$ cat config.mk
export PLATFORM = sky130hd
export DESIGN_NAME = rsc_combiner
export DESIGN_NICKNAME = d
export VERILOG_FILES = /design/src/hw/rsc_pkg.sv /design/src/hw/rsc_combiner.sv /design/src/hw/rsc_sync.sv
export SDC_FILE = /design/constraint.sdc
export NUM_CORES = 1
export LEC_CHECK = 0
export ABC_AREA = 1
export BUFFER_PORTS_ARGS = -buffer_cell sky130_fd_sc_hd__buf_2
export CAP_MARGIN = 15
export CORE_ASPECT_RATIO = 2
export CORE_MARGIN = 2
export CORE_UTILIZATION = 43
export DETAILED_ROUTE_END_ITERATION = 10
export PLACE_DENSITY_LB_ADDON = 0.3
export SETUP_SLACK_MARGIN = 0.2
export SYNTH_ARGS = -nofsm -noshare
export SYNTH_HDL_FRONTEND = slang
export SYNTH_HIERARCHICAL = 1
export SYNTH_SLANG_ARGS = --single-unit
$ cat constraint.sdc
create_clock -name CLOCK -period 1.8 [get_ports CLOCK]
set_clock_uncertainty 0.1 [all_clocks]
set_input_delay 0.36 -clock CLOCK [delete_from_list [all_inputs] [get_ports CLOCK]]
set_output_delay 0.36 -clock CLOCK [all_outputs]
set_load 0.005 [all_outputs]
$ cat src/hw/rsc_pkg.sv
// Purpose: shared constants and carriers for the reset source combiner
// Assumes: one 100 MHz clock, AHB-Lite register access, 32-bit data
// Notes:   the status register sits in the low half of one bus word
package rsc_pkg;

   // register map (byte addresses)
   localparam logic [11:0] RSC_CAUSE_OFS   = 12'h000;  // reset_cause_control
   localparam logic [11:0] RSC_SOURCE_OFS  = 12'h004;  // live source levels, read only

   // field positions in reset_cause_control
   localparam int RSC_B_POR      = 0;
   localparam int RSC_B_BROWN    = 1;
   localparam int RSC_B_IDLE     = 2;
   localparam int RSC_B_SLEEP    = 3;
   localparam int RSC_B_WDOG     = 4;
   localparam int RSC_B_WDEN     = 5;
   localparam int RSC_B_INSTR    = 6;
   localparam int RSC_B_PIN      = 7;
   localparam int RSC_B_PMPWR    = 8;
   localparam int RSC_B_MISMATCH = 9;
   localparam int RSC_B_IOPU   = 14;
   localparam int RSC_B_TRAP   = 15;

   // writable bits; 13..10 are unimplemented
   localparam logic [15:0] RSC_IMPL_MASK   = 16'hC3FF;
   // value left by a power-on reset
   localparam logic [15:0] RSC_POR_VALUE   = 16'h0003;
   localparam logic [1:0]  RSC_HRESP_OKAY  = 2'h0;
   localparam logic [1:0]  RSC_HTRANS_NSEQ = 2'h2;

   // reset sources as one carrier
   typedef struct packed {
      logic power_on;
      logic brown_out;
      logic external_pin;
      logic instruction;
      logic watchdog;
      logic config_mismatch;
      logic trap_conflict;
      logic illegal_opcode;
      logic uninit_pointer;
   } rsc_src_t;

   // power-save events from the core
   typedef struct packed {
      logic enter_sleep;
      logic enter_idle;
   } rsc_psave_t;

endpackage : rsc_pkg

$ cat src/hw/rsc_combiner.sv
// Purpose: merge reset sources, record cause flags, hold watchdog/sleep controls
// Assumes: sources are asynchronous levels; core events are one-cycle pulses
// Notes:   flags survive every reset except power-on; AHB-Lite slave, zero wait
//
// Overview of operation
// - any active source asserts the single master system reset output
// - nine reset causes are inputs, all feeding the master reset
// - each reset kind sets a flag in the status register; illegal opcode and uninitialized pointer share bit 14
// - power-on clears all status bits except brown-out and power-on, which set
// - software may set or clear flags anytime; setting never causes a reset
// - defined-state registers reset on SRST; others keep through non-POR resets
// - bit 15 set on trap conflict, cleared by power-on or software
// - bit 14 set on illegal opcode or uninitialized pointer
// - bit 9 set on configuration mismatch reset, cleared by power-on
// - bit 7 set on external pin reset, cleared by power-on
// - bit 6 set on reset instruction, cleared by power-on
// - bit 4 set on watchdog time-out, cleared by power-save or power-on
// - bit 3 set when power-save enters sleep, cleared by power-on
// - bit 2 set when power-save enters idle, cleared by power-on
// - bit 1 set on brown-out and power-on; hardware never clears it
// - bit 0 set on power-on; only software clears it
// - bit 5 enables watchdog; fuse at one forces it enabled
// - bit 8 keeps program memory bias powered in sleep, else regulator standby
// - bits 13 to 10 read zero and ignore writes
`timescale 1ns/10ps
module rsc_combiner
   import rsc_pkg::*;
#(
   parameter int ADDR_W = 12
) (
   // clock and reset
   input  wire logic                CLOCK,
   input  wire logic                SRST,
   // reset sources and core events
   input  wire rsc_pkg::rsc_src_t   RESET_SOURCES,
   input  wire rsc_pkg::rsc_psave_t POWER_SAVE_INSTRUCTION,
   input  wire logic                FUSE_WATCHDOG_ENABLE,
   // ahb-lite slave
   input  wire logic                HSEL,
   input  wire logic [31:0]         HADDR,
   input  wire logic [1:0]          HTRANS,
   input  wire logic                HWRITE,
   input  wire logic [2:0]          HSIZE,
   input  wire logic                HREADY,
   input  wire logic [31:0]         HWDATA,
   output logic      [31:0]         HRDATA,
   output logic                     HREADYOUT,
   output logic      [1:0]          HRESP,
   // system outputs
   output logic                     MASTER_SYSTEM_RESET,
   output logic                     WATCHDOG_ENABLE,
   output logic                     PROGMEM_SLEEP_POWER,
   output logic                     REGULATOR_STANDBY
);
   import rsc_pkg::*;

   initial
   begin
      if (ADDR_W < 3 || ADDR_W > 32)
         $error("rsc_combiner: ADDR_W out of range");
   end

   // source synchronisation
   rsc_src_t src_sync;
   logic     fuse_sync;

   rsc_sync #(.WIDTH($bits(rsc_src_t) + 1)) u_sync (
      .clk (CLOCK),
      .d   ({RESET_SOURCES, FUSE_WATCHDOG_ENABLE}),
      .q   ({src_sync, fuse_sync})
   );

   // state
   logic [15:0]       cause_ff,    nxt_cause;
   logic              msr_ff,      nxt_msr;
   logic              wdog_ff,     nxt_wdog;
   logic              pmpwr_ff,    nxt_pmpwr;
   logic              stby_ff,     nxt_stby;
   logic              wr_pend_ff,  nxt_wr_pend;
   logic [ADDR_W-1:0] addr_ff,     nxt_addr;
   logic [31:0]       rdata_ff,    nxt_rdata;
   logic              rd_pend;

   // decode helper used for both read and write phases
   function automatic logic addr_is(input logic [ADDR_W-1:0] a, input logic [11:0] ofs);
      logic [ADDR_W-1:0] o;
      o       = ADDR_W'(ofs);
      addr_is = (a[ADDR_W-1:2] == o[ADDR_W-1:2]);
   endfunction : addr_is

   logic addr_phase;
   assign addr_phase = HSEL && HREADY && (HTRANS == RSC_HTRANS_NSEQ);

   // bus pipeline and read data
   always_comb
   begin
      nxt_wr_pend = addr_phase && HWRITE;
      nxt_addr    = addr_phase ? HADDR[ADDR_W-1:0] : addr_ff;
      rd_pend     = addr_phase && !HWRITE;
      nxt_rdata   = 32'h0000_0000;
      if (rd_pend && addr_is(HADDR[ADDR_W-1:0], RSC_CAUSE_OFS))
         nxt_rdata = {16'h0000, cause_ff & RSC_IMPL_MASK};
      else if (rd_pend && addr_is(HADDR[ADDR_W-1:0], RSC_SOURCE_OFS))
         nxt_rdata = {23'h000000, src_sync};
   end

   // status register next value
   always_comb
   begin
      nxt_cause = cause_ff;
      if (wr_pend_ff && addr_is(addr_ff, RSC_CAUSE_OFS))
         nxt_cause = HWDATA[15:0] & RSC_IMPL_MASK;
      if (POWER_SAVE_INSTRUCTION.enter_sleep || POWER_SAVE_INSTRUCTION.enter_idle)
         nxt_cause[RSC_B_WDOG] = 1'b0;
      // hardware sets applied last so they win
      if (src_sync.trap_conflict)
         nxt_cause[RSC_B_TRAP] = 1'b1;
      if (src_sync.illegal_opcode || src_sync.uninit_pointer)
         nxt_cause[RSC_B_IOPU] = 1'b1;
      if (src_sync.config_mismatch)
         nxt_cause[RSC_B_MISMATCH] = 1'b1;
      if (src_sync.external_pin)
         nxt_cause[RSC_B_PIN] = 1'b1;
      if (src_sync.instruction)
         nxt_cause[RSC_B_INSTR] = 1'b1;
      if (src_sync.watchdog)
         nxt_cause[RSC_B_WDOG] = 1'b1;
      if (POWER_SAVE_INSTRUCTION.enter_sleep)
         nxt_cause[RSC_B_SLEEP] = 1'b1;
      if (POWER_SAVE_INSTRUCTION.enter_idle)
         nxt_cause[RSC_B_IDLE] = 1'b1;
      if (src_sync.brown_out)
         nxt_cause[RSC_B_BROWN] = 1'b1;
      // power-on clears all but sets the two low bits
      if (src_sync.power_on)
         nxt_cause = RSC_POR_VALUE;
   end

   // outputs derived from state
   always_comb
   begin
      nxt_msr   = |src_sync;
      nxt_wdog  = fuse_sync || nxt_cause[RSC_B_WDEN];
      // bias and regulator follow the sleep power bit
      nxt_pmpwr = nxt_cause[RSC_B_PMPWR];
      nxt_stby  = !nxt_cause[RSC_B_PMPWR];
   end

   // flags not touched by SRST: only power-on redefines them
   always_ff @(posedge CLOCK)
   begin
      // unimplemented bits held at zero even before power-on
      cause_ff <= nxt_cause & RSC_IMPL_MASK;
   end

   // controls with a defined reset state
   always_ff @(posedge CLOCK)
   begin
      if (SRST)
      begin
         msr_ff     <= 1'b1;
         wdog_ff    <= 1'b0;
         pmpwr_ff   <= 1'b0;
         stby_ff    <= 1'b1;
         wr_pend_ff <= 1'b0;
         addr_ff    <= '0;
         rdata_ff   <= 32'h0000_0000;
      end
      else
      begin
         msr_ff     <= nxt_msr;
         wdog_ff    <= nxt_wdog;
         pmpwr_ff   <= nxt_pmpwr;
         stby_ff    <= nxt_stby;
         wr_pend_ff <= nxt_wr_pend;
         addr_ff    <= nxt_addr;
         rdata_ff   <= nxt_rdata;
      end
   end

   assign MASTER_SYSTEM_RESET = msr_ff;
   assign WATCHDOG_ENABLE     = wdog_ff;
   assign PROGMEM_SLEEP_POWER = pmpwr_ff;
   assign REGULATOR_STANDBY   = stby_ff;
   assign HRDATA              = rdata_ff;
   // zero wait states, always okay
   assign HREADYOUT           = 1'b1;
   assign HRESP               = RSC_HRESP_OKAY;
endmodule : rsc_combiner

$ cat src/hw/rsc_sync.sv
// Purpose: two-flop synchroniser for a vector of asynchronous levels
// Assumes: inputs are levels that stay for several clocks
// Notes:   first stage feeds only the second stage
`timescale 1ns/10ps
module rsc_sync #(
   parameter int WIDTH = 9
) (
   // clock
   input  wire logic             clk,
   // data
   input  wire logic [WIDTH-1:0] d,
   output logic      [WIDTH-1:0] q
);
   logic [WIDTH-1:0] meta_ff;
   logic [WIDTH-1:0] q_ff;

   initial
   begin
      if (WIDTH < 1)
         $error("rsc_sync: WIDTH must be at least 1");
   end

   // no reset: synchroniser must pass a source that is active during reset
   always_ff @(posedge clk)
   begin
      meta_ff <= d;
      q_ff    <= meta_ff;
   end

   assign q = q_ff;
endmodule : rsc_sync

### Word-level counts from Yosys, hierarchy flattened

Index checks and enable logic that the tools add are counted.

* flip-flop bits (word level): 81
* output and inout bits: 39
* logic and storage cells: 62

* eq/ne operators: 2
* muxes and demuxes: 14
* reduce and logical (&&, ||, !) cells: 25

Operator list (number)
* $mux 16: 2
* $logic_not 10->1: 2
* $mux 9: 2
* $reduce_bool 2->1: 7
* $eq 10x1->1 const B: 1
* $mux 1: 10
* $reduce_or 9->1: 1
* $logic_and 1x1->1: 7
* $reduce_or 2->1: 2
* $logic_or 1x1->1: 3
* $reduce_bool 3->1: 1
* $eq 2x2->1 const B: 1
* $logic_not 1->1: 2

### Longest topological paths before layout

Gate-level depths: netlist (run 1).

* depth after elaboration: 7
* depth in mapped cells: 9
* gate-level depth less buffers: 9

### Modules after synthesis

The synthesis (run 1) kept the hierarchy.

By module, submodules not included
* rsc_combiner: instances 1, cells each 244, area each 1791.7 um^2, seq. area each 780.7 um^2
* rsc_sync: instances 1, cells each 20, area each 400.4 um^2, seq. area each 400.4 um^2

### Least setup slack after synthesis (run 1)

OpenSTA, ideal clock, no wires.

* path type: reg2reg
* start point: register addr_ff[7]
* end point: register pmpwr_ff (netlist: PROGMEM_SLEEP_POWER)
* arrival: 1047 ps
* setup slack: 545 ps
* stages on the path, launching flop included: 10
* buffers on the path: 1
* clock period less this slack: 1255 ps
* path through: dfxtp_1 nor2_1 nand2_1 nor2_4 nand2_4 buf_6 nor2_4 nor2_4 nand2_2 inv_2

* word-level cells in the longest chain between the ends: 4

Ends and longest elaborated chain
* start: declaration: line rsc_combiner.sv:80 `logic [ADDR_W-1:0] addr_ff, nxt_addr;`
* start signal: assignment: line rsc_combiner.sv:176 `addr_ff <= nxt_addr;`
* $logic_not 10->1: line rsc_combiner.sv:88 `addr_is = (a[ADDR_W-1:2] == o[ADDR_W-1:2]);`
* $logic_and 1x1->1: line rsc_combiner.sv:111 `if (wr_pend_ff && addr_is(addr_ff, RSC_CAUSE_OFS))`
* $mux 16: line rsc_combiner.sv:111
* $mux 9: line rsc_combiner.sv:135 `if (src_sync.power_on)`
* net nxt_cause[8]: line rsc_combiner.sv:74 `logic [15:0] cause_ff, nxt_cause;`
* end signal: assignment: line rsc_combiner.sv:173 `pmpwr_ff <= nxt_pmpwr;`
* end: declaration: line rsc_combiner.sv:77 `logic pmpwr_ff, nxt_pmpwr;`

The timed path passes the listed nets, and every way through them passes these cells. The select of a mux whose other input is x is not followed.
A chain may end at the register's enable or synchronous reset.

### Worst setup path after layout (run 1)

* start point: register addr_ff[7]
* end point: register cause_ff[1]

* word-level cells in the longest chain between the ends: 2

Ends and longest elaborated chain
* $logic_not 10->1: line rsc_combiner.sv:88
* $logic_and 1x1->1: line rsc_combiner.sv:111
* end signal: assignment: line rsc_combiner.sv:153 `cause_ff <= nxt_cause & RSC_IMPL_MASK;`
* end: declaration: line rsc_combiner.sv:74

No other way between the ends.

==> results of run 1 <==
## state kept, by name, summed over array words and instances, names as in the netlist
register / flops
WATCHDOG_ENABLE: 1
cause_ff: 12
PROGMEM_SLEEP_POWER: 1
MASTER_SYSTEM_RESET: 1
addr_ff: 10
HRDATA: 12
u_sync/q: 10
REGULATOR_STANDBY: 1
u_sync/meta_ff: 10
wr_pend_ff: 1
## synthesized netlist by cell type, types with 3 or more instances
cell type	count	area, um2
nand3_1	12	60.1
a21oi_1	3	15.0
dfxtp_1	59	1180
nand2_1	24	90.1
o21ai_0	19	95.1
nor2_1	55	206
inv_1	39	146
nor2_4	3	33.8
buf_2	3	15.0
buf_4	23	173
## final cells by class
cell class              instances  area [um2]
repair buffers                 61         330
multi-input cells             156         731
clock inverters                 5         125
fillers                       487        2180
clock buffers                  10         138
well taps                      57        71.3
flip-flops and latches         59        1180
inverters                      40         154
## worst register-to-register path: stages (launching register included)
cell	delay (ns)
dfxtp_1	0.31
nor2_1	0.10
nand2_1	0.09
nor2_4	0.24
nand2_8	0.15
clkinvlp_4	0.16
buf_12	0.11
o211ai_1	0.08
## cells in the final DEF (no fill, tap or decap), drive strengths merged
cell type / count
buf: 61
dfxtp: 59
nor2: 59
inv: 39
nand2: 27
conb: 23
o21ai: 21
nand3: 13
clkbuf: 10
bufinv: 4
a21oi: 4
o211ai: 2
o21bai: 2
nor3: 2
and2: 1
clkinvlp: 1
nor4: 1
nand4: 1
clkinv: 1
## layer usage
metal / part of all wire [%] / vias to the layer above
li1: - / 880
met1: 38 / 703
met2: 52 / 66
met3: 7.7 / 6
met4: 2.3 / 0
met5: 0 / -
## power breakdown
part	leakage (nW)	switching (mW)	internal (mW)
combinational	0.772	0.0957	0.0712
clock	0.132	0.483	1.09
sequential	0.487	0.0182	1.35
## worst paths after layout
kind                                                  end  slack (ns)  cells past startpoint
worst max register to register   cause_ff[1]$_SDFFE_PP1P_        0.35                      7
worst max-delay path             cause_ff[1]$_SDFFE_PP1P_        0.35                      7
worst min register to register        u_sync/q[3]$_DFF_P_        0.23                      0
worst min-delay path            u_sync/meta_ff[0]$_DFF_P_        0.03                      1
## kinds of logic after synthesis
kind of cell           count (synthesis)
AO/OA/AOI/OAI                         29
buffers and inverters                 70
flip-flops                            59
other                                  2
AND/OR/NAND/NOR                      104
## metrics by stage
step | cell area, um2 | worst slack (ns) | instances
floorplan | 2270 | 0.545 | 285
global placement | 2430 | 0.185 | 372
detailed placement | 2430 | 0.165 | 372
CTS | 2700 | 0.236 | 387
global route | 2730 | 0.197 | 388
finish | 2730 | 0.353 | 388
## repair_timing
item                                    in CTS  in global routing
resized for setup                            0                  2
setup buffers                                0                  1
endpoints found under the setup margin       0                  6
==> flow_summary.toml, run 1 <==
[synthesis]
synthCells = 264
ys_async_sr_fraction_pct = 0
ys_seq_elements = 59
ys.warnings.count = 6
avgSynthCellArea_um2 = 8.30
ys_seq_area_share_pct = 53.9
synth_fa_ha_area_share_pct = 0
syn_area_um2 = 2190
synth_top_family_by_area = "simple AND/OR/NAND/NOR gates"
synth-simple-area-share_pct = 21.1
synthXorXnorAreaFrac_pct = 0
synth_cell_types = 26
ys.flop_type = "dfxtp_1"
synth-edff-count = 0
muxShareOfSynthArea_pct = 0
synth_compound_area_share_pct = 7.93

[setup_path]
worstPathArrival_ns = 1.55
crit_fanout = 12
crit_buf_inv = 2
crit_path_end_kind = "flop"
critical_path_class = "reg2reg"
slowest_delay_ns = 0.31
worstPathCellList = "nor2_1 -> nand2_1 -> nor2_4 -> nand2_8 -> clkinvlp_4 -> buf_12 -> o211ai_1"
slowest_stage = "dfxtp_1"
r2r-start = "addr_ff[7]$_SDFFE_PP0N_"
crit_family = "simple AND/OR/NAND/NOR gates"
crit_path_start_kind = "flop"
cp_data_required_time_ns = 1.91
crit_start = "addr_ff[7]$_SDFFE_PP0N_"

[timing]
tns_ns = 0
max_freq_ghz = 0.691
whs_ns = 0.0261
setup_viol = 0
rsz0062_at_grt = "no"
hold_viol = 0
period_share_pct = 80.4
period_needed_ns = 1.45
slew_viol_final = 0

[status]
status = "completed"

[pwr]
power_density_nw_per_um2 = 1140
leakage_nw = 1.39
power_mw = 3.11
ir_worst_vdd_uv = 753

[final_layout]
fin_nets = 413
drive_above_1_share_pct = 27.8
utilization_pct = 55.6
syn_to_final_growth_pct = 24.5
diodes = 0

[global_routing]
grt_max_degree = 14
grt_busiest_layer = "met2"
grt.total_usage_pct = 15.4
grt_pass1_vias = 1562
antenna_found_initial = 0
globalRouteMet3Util_pct = 4.71
grt_pass1_wl_um = 6220
overflow = 0
met2_usage_pct = 25.6
met1_usage_pct = 15.2

[routing]
vias = 1655
drt-initial-drc-count = 27
wl_per_cell_um = 9.93
post_drt_via_cell_ratio = 4.27
drc_errors = 0
first_pass_iters = 4
detail-route-antenna-nets = 0
routed_wl_um = 3850

[floorplanning]
dieArea_um2 = 5720
die_h_um = 105
ios = 125
row_count = 36
core_um2 = 4910
initial_core_util_pct = 44.6
die-width_um = 54.5

[cts]
cts.sinks = 59
cts-root-buf = "clkbuf_8"
htree_levels = 3
clk_latency_ns = 0.33
cts_buffers = 9
tritoncts = "built"
clockBufferDepth = 2
cts.reportedPaths.clkPinSlew_ns = 0.06
holdBufCountCts = 0

[job]
max_cap_violations = 0

[place]
port_buffers = 56
dp_hpwl_um = 2930
gp_congestion = 0.753

[min_path]
min_from = "FUSE_WATCHDOG_ENABLE"
hp-class = "in2reg"
No activity file was read; power rests on OpenSTA's default activity.
==> run 2: changes to the inputs <==
clock period = 1.38 ns   (was 1.8 ns; I/O delays follow)
==> run 2 against run 1 <==
Fmax increased by 11%. Largest cell class unchanged. Highest routed layer unchanged. Core utilization up 4.7 points. Clock power grew 19%. Count of clock-buffer cells in the layout is the same. Cell count grew 4.6%. Combinational power grew 61%. Via count increased by 7.1%. Critical path type unchanged. Hold slack better by 0.039 ns.
==> flow_summary.toml, run 2 (synthesized netlist as in run 1, its figures left out) <==
[status]
status = "completed"

[global_routing]
grt.total_usage_pct = 16.4
antenna_found_initial = 0
grt_busiest_layer = "met2"
grt_pass1_vias = 1559
grt_max_degree = 12
met1_usage_pct = 15.7
grt_pass1_wl_um = 6580
met2_usage_pct = 27.1
overflow = 0
globalRouteMet3Util_pct = 5.00

[pwr]
power_mw = 3.93
power_density_nw_per_um2 = 1330
ir_worst_vdd_uv = 787
leakage_nw = 1.49

[cts]
clk_latency_ns = 0.34
clockBufferDepth = 2
htree_levels = 3
tritoncts = "built"
post-cts-setup-buffers = 0
cts_buffers = 9
cts-root-buf = "clkbuf_8"
cts.sinks = 59
cts.reportedPaths.clkPinSlew_ns = 0.07

[timing]
rsz0062_at_grt = "yes"
tns_ns = 0
period_needed_ns = 1.30
slew_viol_final = 0
whs_ns = 0.0649
hold_viol = 0
max_freq_ghz = 0.767
setup_viol = 0
timing.final.ws_setup_ns = 0.0767
period_share_pct = 94.4

[setup_path]
worstPathArrival_ns = 1.47
crit_path_end_kind = "flop"
slowest_stage = "dfxtp_2"
r2r-start = "addr_ff[9]$_SDFFE_PP0N_"
crit_fanout = 5
crit_path_start_kind = "flop"
cp_data_required_time_ns = 1.55
slowest_delay_ns = 0.33
crit_start = "addr_ff[9]$_SDFFE_PP0N_"
critical_path_class = "reg2reg"
worstPathCellList = "nor2_4 -> nand2_2 -> nor2_4 -> nand2_4 -> buf_8 -> nand2_4 -> nand3_4 -> a21oi_2"

[final_layout]
drive_above_1_share_pct = 33.5
syn_to_final_growth_pct = 35.1
fin_cells = 406
utilization_pct = 60.3
fin_nets = 430
layout_common_cells = "dfxtp_1 (56), buf_2 (56), nor2_1 (51)"
fin_area_um2 = 2960
diodes = 0

[routing]
wl_per_cell_um = 10.4
detail-route-antenna-nets = 0
first_pass_iters = 4
drt-initial-drc-count = 26
vias = 1773
routed_wl_um = 4220
post_drt_via_cell_ratio = 4.37
drc_errors = 0

[place]
gp_congestion = 0.763
dp_slack_ns = -0.138
port_buffers = 56
dp_hpwl_um = 3070
placed_area_um2 = 2490
dpl.cell_count = 379

[floorplanning]
dieArea_um2 = 5720
initial_core_util_pct = 44.6
die-width_um = 54.5
die_h_um = 105
row_count = 36
ios = 125
core_um2 = 4910

[job]
max_cap_violations = 0

[min_path]
min_from = "HWDATA[1]"
hp-class = "in2reg"
[run 2: changes by cell type in the layout (fill, tap and decap cells not counted), sizes merged]
cell / previous run / this run
buf: 61 / 67
bufinv: 4 / 3
clkbuf: 10 / 11
clkinvlp: 1 / 2
dlygate4sd3: 0 / 10
inv: 39 / 40
[run 2: path summary, 6_finish.rpt]
| kind | endpoint | slack, ns | cells after the start |
|---|---|---|---|
| setup reg to reg | WATCHDOG_ENABLE$_SDFF_PP0_ | 0.08 | 8 |
| hold reg to reg | u_sync/q[0]$_DFF_P_ | 0.23 | 0 |
| hold / removal | cause_ff[1]$_SDFFE_PP1P_ | 0.06 | 3 |
| setup / recovery | WATCHDOG_ENABLE$_SDFF_PP0_ | 0.08 | 8 |
[run 2: routing by layer]
layer / part of all wire (%) / wire length (um)
met5: 0 / 0
met3: 6.7 / 283
met2: 53 / 2230
met1: 37 / 1560
met4: 3.5 / 148
[run 2: worst max-delay path, delay by kind of cell, from the launching register on]
kind	cells	cell delay (ns)
compound gates	1	0.13
buf+inv	1	0.15
flops	1	0.33
simple gates	6	0.52
[run 2: cell type report]
| type | count | area [um2] |
|---|---|---|
| clock buffers | 10 | 128 |
| clock inverters | 6 | 114 |
| fillers | 459 | 1950 |
| inverters | 40 | 153 |
| multi-input cells | 156 | 808 |
| flip-flops and latches | 59 | 1180 |
| well taps | 57 | 71.3 |
| repair buffers | 78 | 503 |
[run 2: what timing repair did]
| item | in CTS | in global routing |
|---|---|---|
| gates resized for setup | 8 | 22 |
| gates cloned | 0 | 1 |
| hold buffers | 10 | 0 |
| endpoints found under the hold margin | 10 | 0 |
| pin swaps | 3 | 5 |
| endpoints found under the setup margin | 15 | 24 |
[run 2: power by group]
| group | switching, mW | internal, mW |
|---|---|---|
| combinational | 0.141 | 0.128 |
| clock | 0.669 | 1.20 |
| sequential | 0.0250 | 1.77 |
==> run 3: changes to the inputs <==
SYNTH_HIERARCHICAL = not set   (was 1)
clock period = 1.3 ns   (was 1.38 ns; I/O delays follow)
==> run 3 against run 2 <==
Sequential cell count did not move. Largest cell class unchanged. Hold slack got worse by 0.0069 ns. Fmax increased by 0.45%. Cell count decreased by 3.4%. Register-to-register slack lost 0.07 ns. Largest power group is now registers. Global-route usage grew 0.61 points. Non-clock buffer count is 4 higher. Setup slack got worse by 0.074 ns. Final area fell by 4.1%.
==> flow_summary.toml, run 3 <==
[synthesis]
synth-edff-count = 0
synthTopCellsByCount = "dfxtp_1 (59), nor2_1 (52), inv_1 (31), buf_4 (24)"
ys_async_sr_fraction_pct = 0
yosysMostFrequentCell = "dfxtp_1"
synth_top_area_share_pct = 54.4
ys.flop_type = "dfxtp_1"
ys_seq_area_share_pct = 54.4
synth_cell_types = 26
synth_top_cell_by_area = "dfxtp_1"
synthCells = 246
ys_seq_elements = 59
syn_area_um2 = 2170
synthTopCellsByArea = "dfxtp_1 (54%), nor2_1 (9.0%), buf_4 (8.3%), inv_1 (5.4%), nand4_1 (2.9%)"
ys.warnings.count = 0
avgSynthCellArea_um2 = 8.82

[routing]
routed_wl_um = 4220
vias = 1721
drc_errors = 0
detail-route-antenna-nets = 0
post_drt_via_cell_ratio = 4.39
drt-initial-drc-count = 12
first_pass_iters = 4
wl_per_cell_um = 10.8

[timing]
period_needed_ns = 1.30
period_share_pct = 99.8
tns_ns = 0
max_freq_ghz = 0.771
hold_viol = 0
slew_viol_final = 0
rsz0062_at_grt = "yes"
setup_viol = 0

[setup_path]
crit_path_start_kind = "flop"
slowest_delay_ns = 0.34
cp_data_required_time_ns = 1.42
crit_fanout = 3
crit_path_end_kind = "flop"
worstPathCellList = "nor2_4 -> nand2_2 -> nor2_4 -> buf_4 -> buf_4 -> nand3_1 -> nand3_2 -> a21oi_2"
slowest_stage = "dfxtp_2"
worstPathArrival_ns = 1.42
critical_path_class = "reg2reg"
crit_buf_inv = 2
crit_family = "simple AND/OR/NAND/NOR gates"

[global_routing]
overflow = 0
antenna_found_initial = 0
grt.total_usage_pct = 17.0
grt_pass1_wl_um = 6900
grt_pass1_vias = 1651
grt_max_degree = 11

[final_layout]
layout_common_cells = "buf_2 (56), dfxtp_1 (54), nor2_1 (48)"
final_common_cell = "buf_2"
fill_cells = 455
fin_nets = 416
diodes = 0
drive_above_1_share_pct = 35.2
syn_to_final_growth_pct = 30.9

[pwr]
power_mw = 3.61
ir_worst_vdd_uv = 927
power_density_nw_per_um2 = 1270
leakage_nw = 1.40

[floorplanning]
die-width_um = 54.2
initial_core_util_pct = 44.6
row_count = 36
dieArea_um2 = 5660
core_um2 = 4860
die_h_um = 104
ios = 125

[cts]
cts.reportedPaths.clkPinSlew_ns = 0.06
cts_buffers = 9
cts-root-buf = "clkbuf_8"
clk_latency_ns = 0.33
tritoncts = "built"
cts.sinks = 59
clockBufferDepth = 2
htree_levels = 3

[min_path]
hp-class = "in2reg"

[place]
gp_congestion = 0.838
dp_hpwl_um = 3220
port_buffers = 56

[job]
max_cap_violations = 0

[status]
status = "completed"
-- run 3: changes by cell type after synthesis, moves of 2 or more --
| cell | change |
|---|---|
| o21bai_1 | +6 |
| buf_1 | -2 |
| o21ai_0 | -8 |
| nand2_1 | -13 |
| o21bai_2 | -2 |
| inv_1 | -8 |
| nand4_1 | +9 |
| nand3_1 | -5 |
| nor2_1 | -3 |
| o21ai_2 | +5 |
-- run 3: power breakdown --
group	switching (mW)	internal (mW)
Sequential	0.0283	1.87
Clock	0.642	0.791
Combinational	0.136	0.134
Total	0.806	2.80
-- run 3: routing by layer --
layer | global-route usage [%] | vias to the layer above | part of all wire (%)
met4 | 13.6 | 0 | 5.6
met1 | 16.3 | 738 | 36
li1 | - | 890 | -
met5 | 0 | - | 0
met3 | 5.75 | 16 | 6.6
met2 | 27.3 | 77 | 51
-- run 3: path summary, 6_finish.rpt --
| check | startpoint | slack, ns | endpoint | cells after the start |
|---|---|---|---|---|
| hold / removal | HWDATA[0] | 0.06 | cause_ff[0]$_SDFFE_PP1P_ | 3 |
| setup reg to reg | addr_ff[2]$_SDFFE_PP0N_ | 0.003 | WATCHDOG_ENABLE$_SDFF_PP0_ | 8 |
| hold reg to reg | u_sync.meta_ff[2]$_DFF_P_ | 0.23 | u_sync.q[2]$_DFF_P_ | 0 |
| setup / recovery | addr_ff[2]$_SDFFE_PP0N_ | 0.003 | WATCHDOG_ENABLE$_SDFF_PP0_ | 8 |
-- run 3: layout make-up --
| type | instances | area, um2 | share of cell area (%) |
|---|---|---|---|
| clock inverters | 2 | 10.0 | 0.352 |
| multi-input cells | 146 | 772 | 27.2 |
| well taps | 57 | 71.3 | 2.51 |
| repair buffers | 82 | 515 | 18.1 |
| clock buffers | 14 | 163 | 5.73 |
| inverters | 32 | 121 | 4.27 |
| flip-flops and latches | 59 | 1190 | 41.8 |
-- run 3: cells by family after synthesis --
group,Yosys count,synth area share [%]
AOI/OAI and AO/OA,29,9.00
other,2,0.346
DFF,59,54.4
buffers and inverters,62,15.7
and+or+nand+nor,94,20.5
-- run 3: repair_timing --
| item | CTS | global route |
|---|---|---|
| endpoints found under the hold margin | 10 | 0 |
| resized for setup | 7 | 13 |
| hold buffers | 10 | 0 |
| pin swaps | 6 | 7 |
| buffers inserted | 0 | 1 |
| setup endpoints to repair | 31 | 36 |
-- run 3: worst min-delay path: stages --
cell,delay (ns)
buf_2,0.08
nand2_1,0.04
o211ai_1,0.06
-- run 3: metrics by stage --
step | std cells | worst slack, ns | instance area, um2 | hold WS, ns | utilization [%]
after floorplan | 267 | 0.0954 | 2270 | 0.188 | -
after global placement | 365 | -0.0704 | 2510 | 0.214 | 51.7
after detailed placement | 365 | -0.0910 | 2510 | 0.214 | 51.7
after CTS | 391 | 0.0183 | 2810 | 0.0365 | 57.7
after global routing | 392 | -0.0699 | 2840 | 0.0424 | 58.4
final | 392 | 0.00256 | 2840 | 0.0580 | 58.4
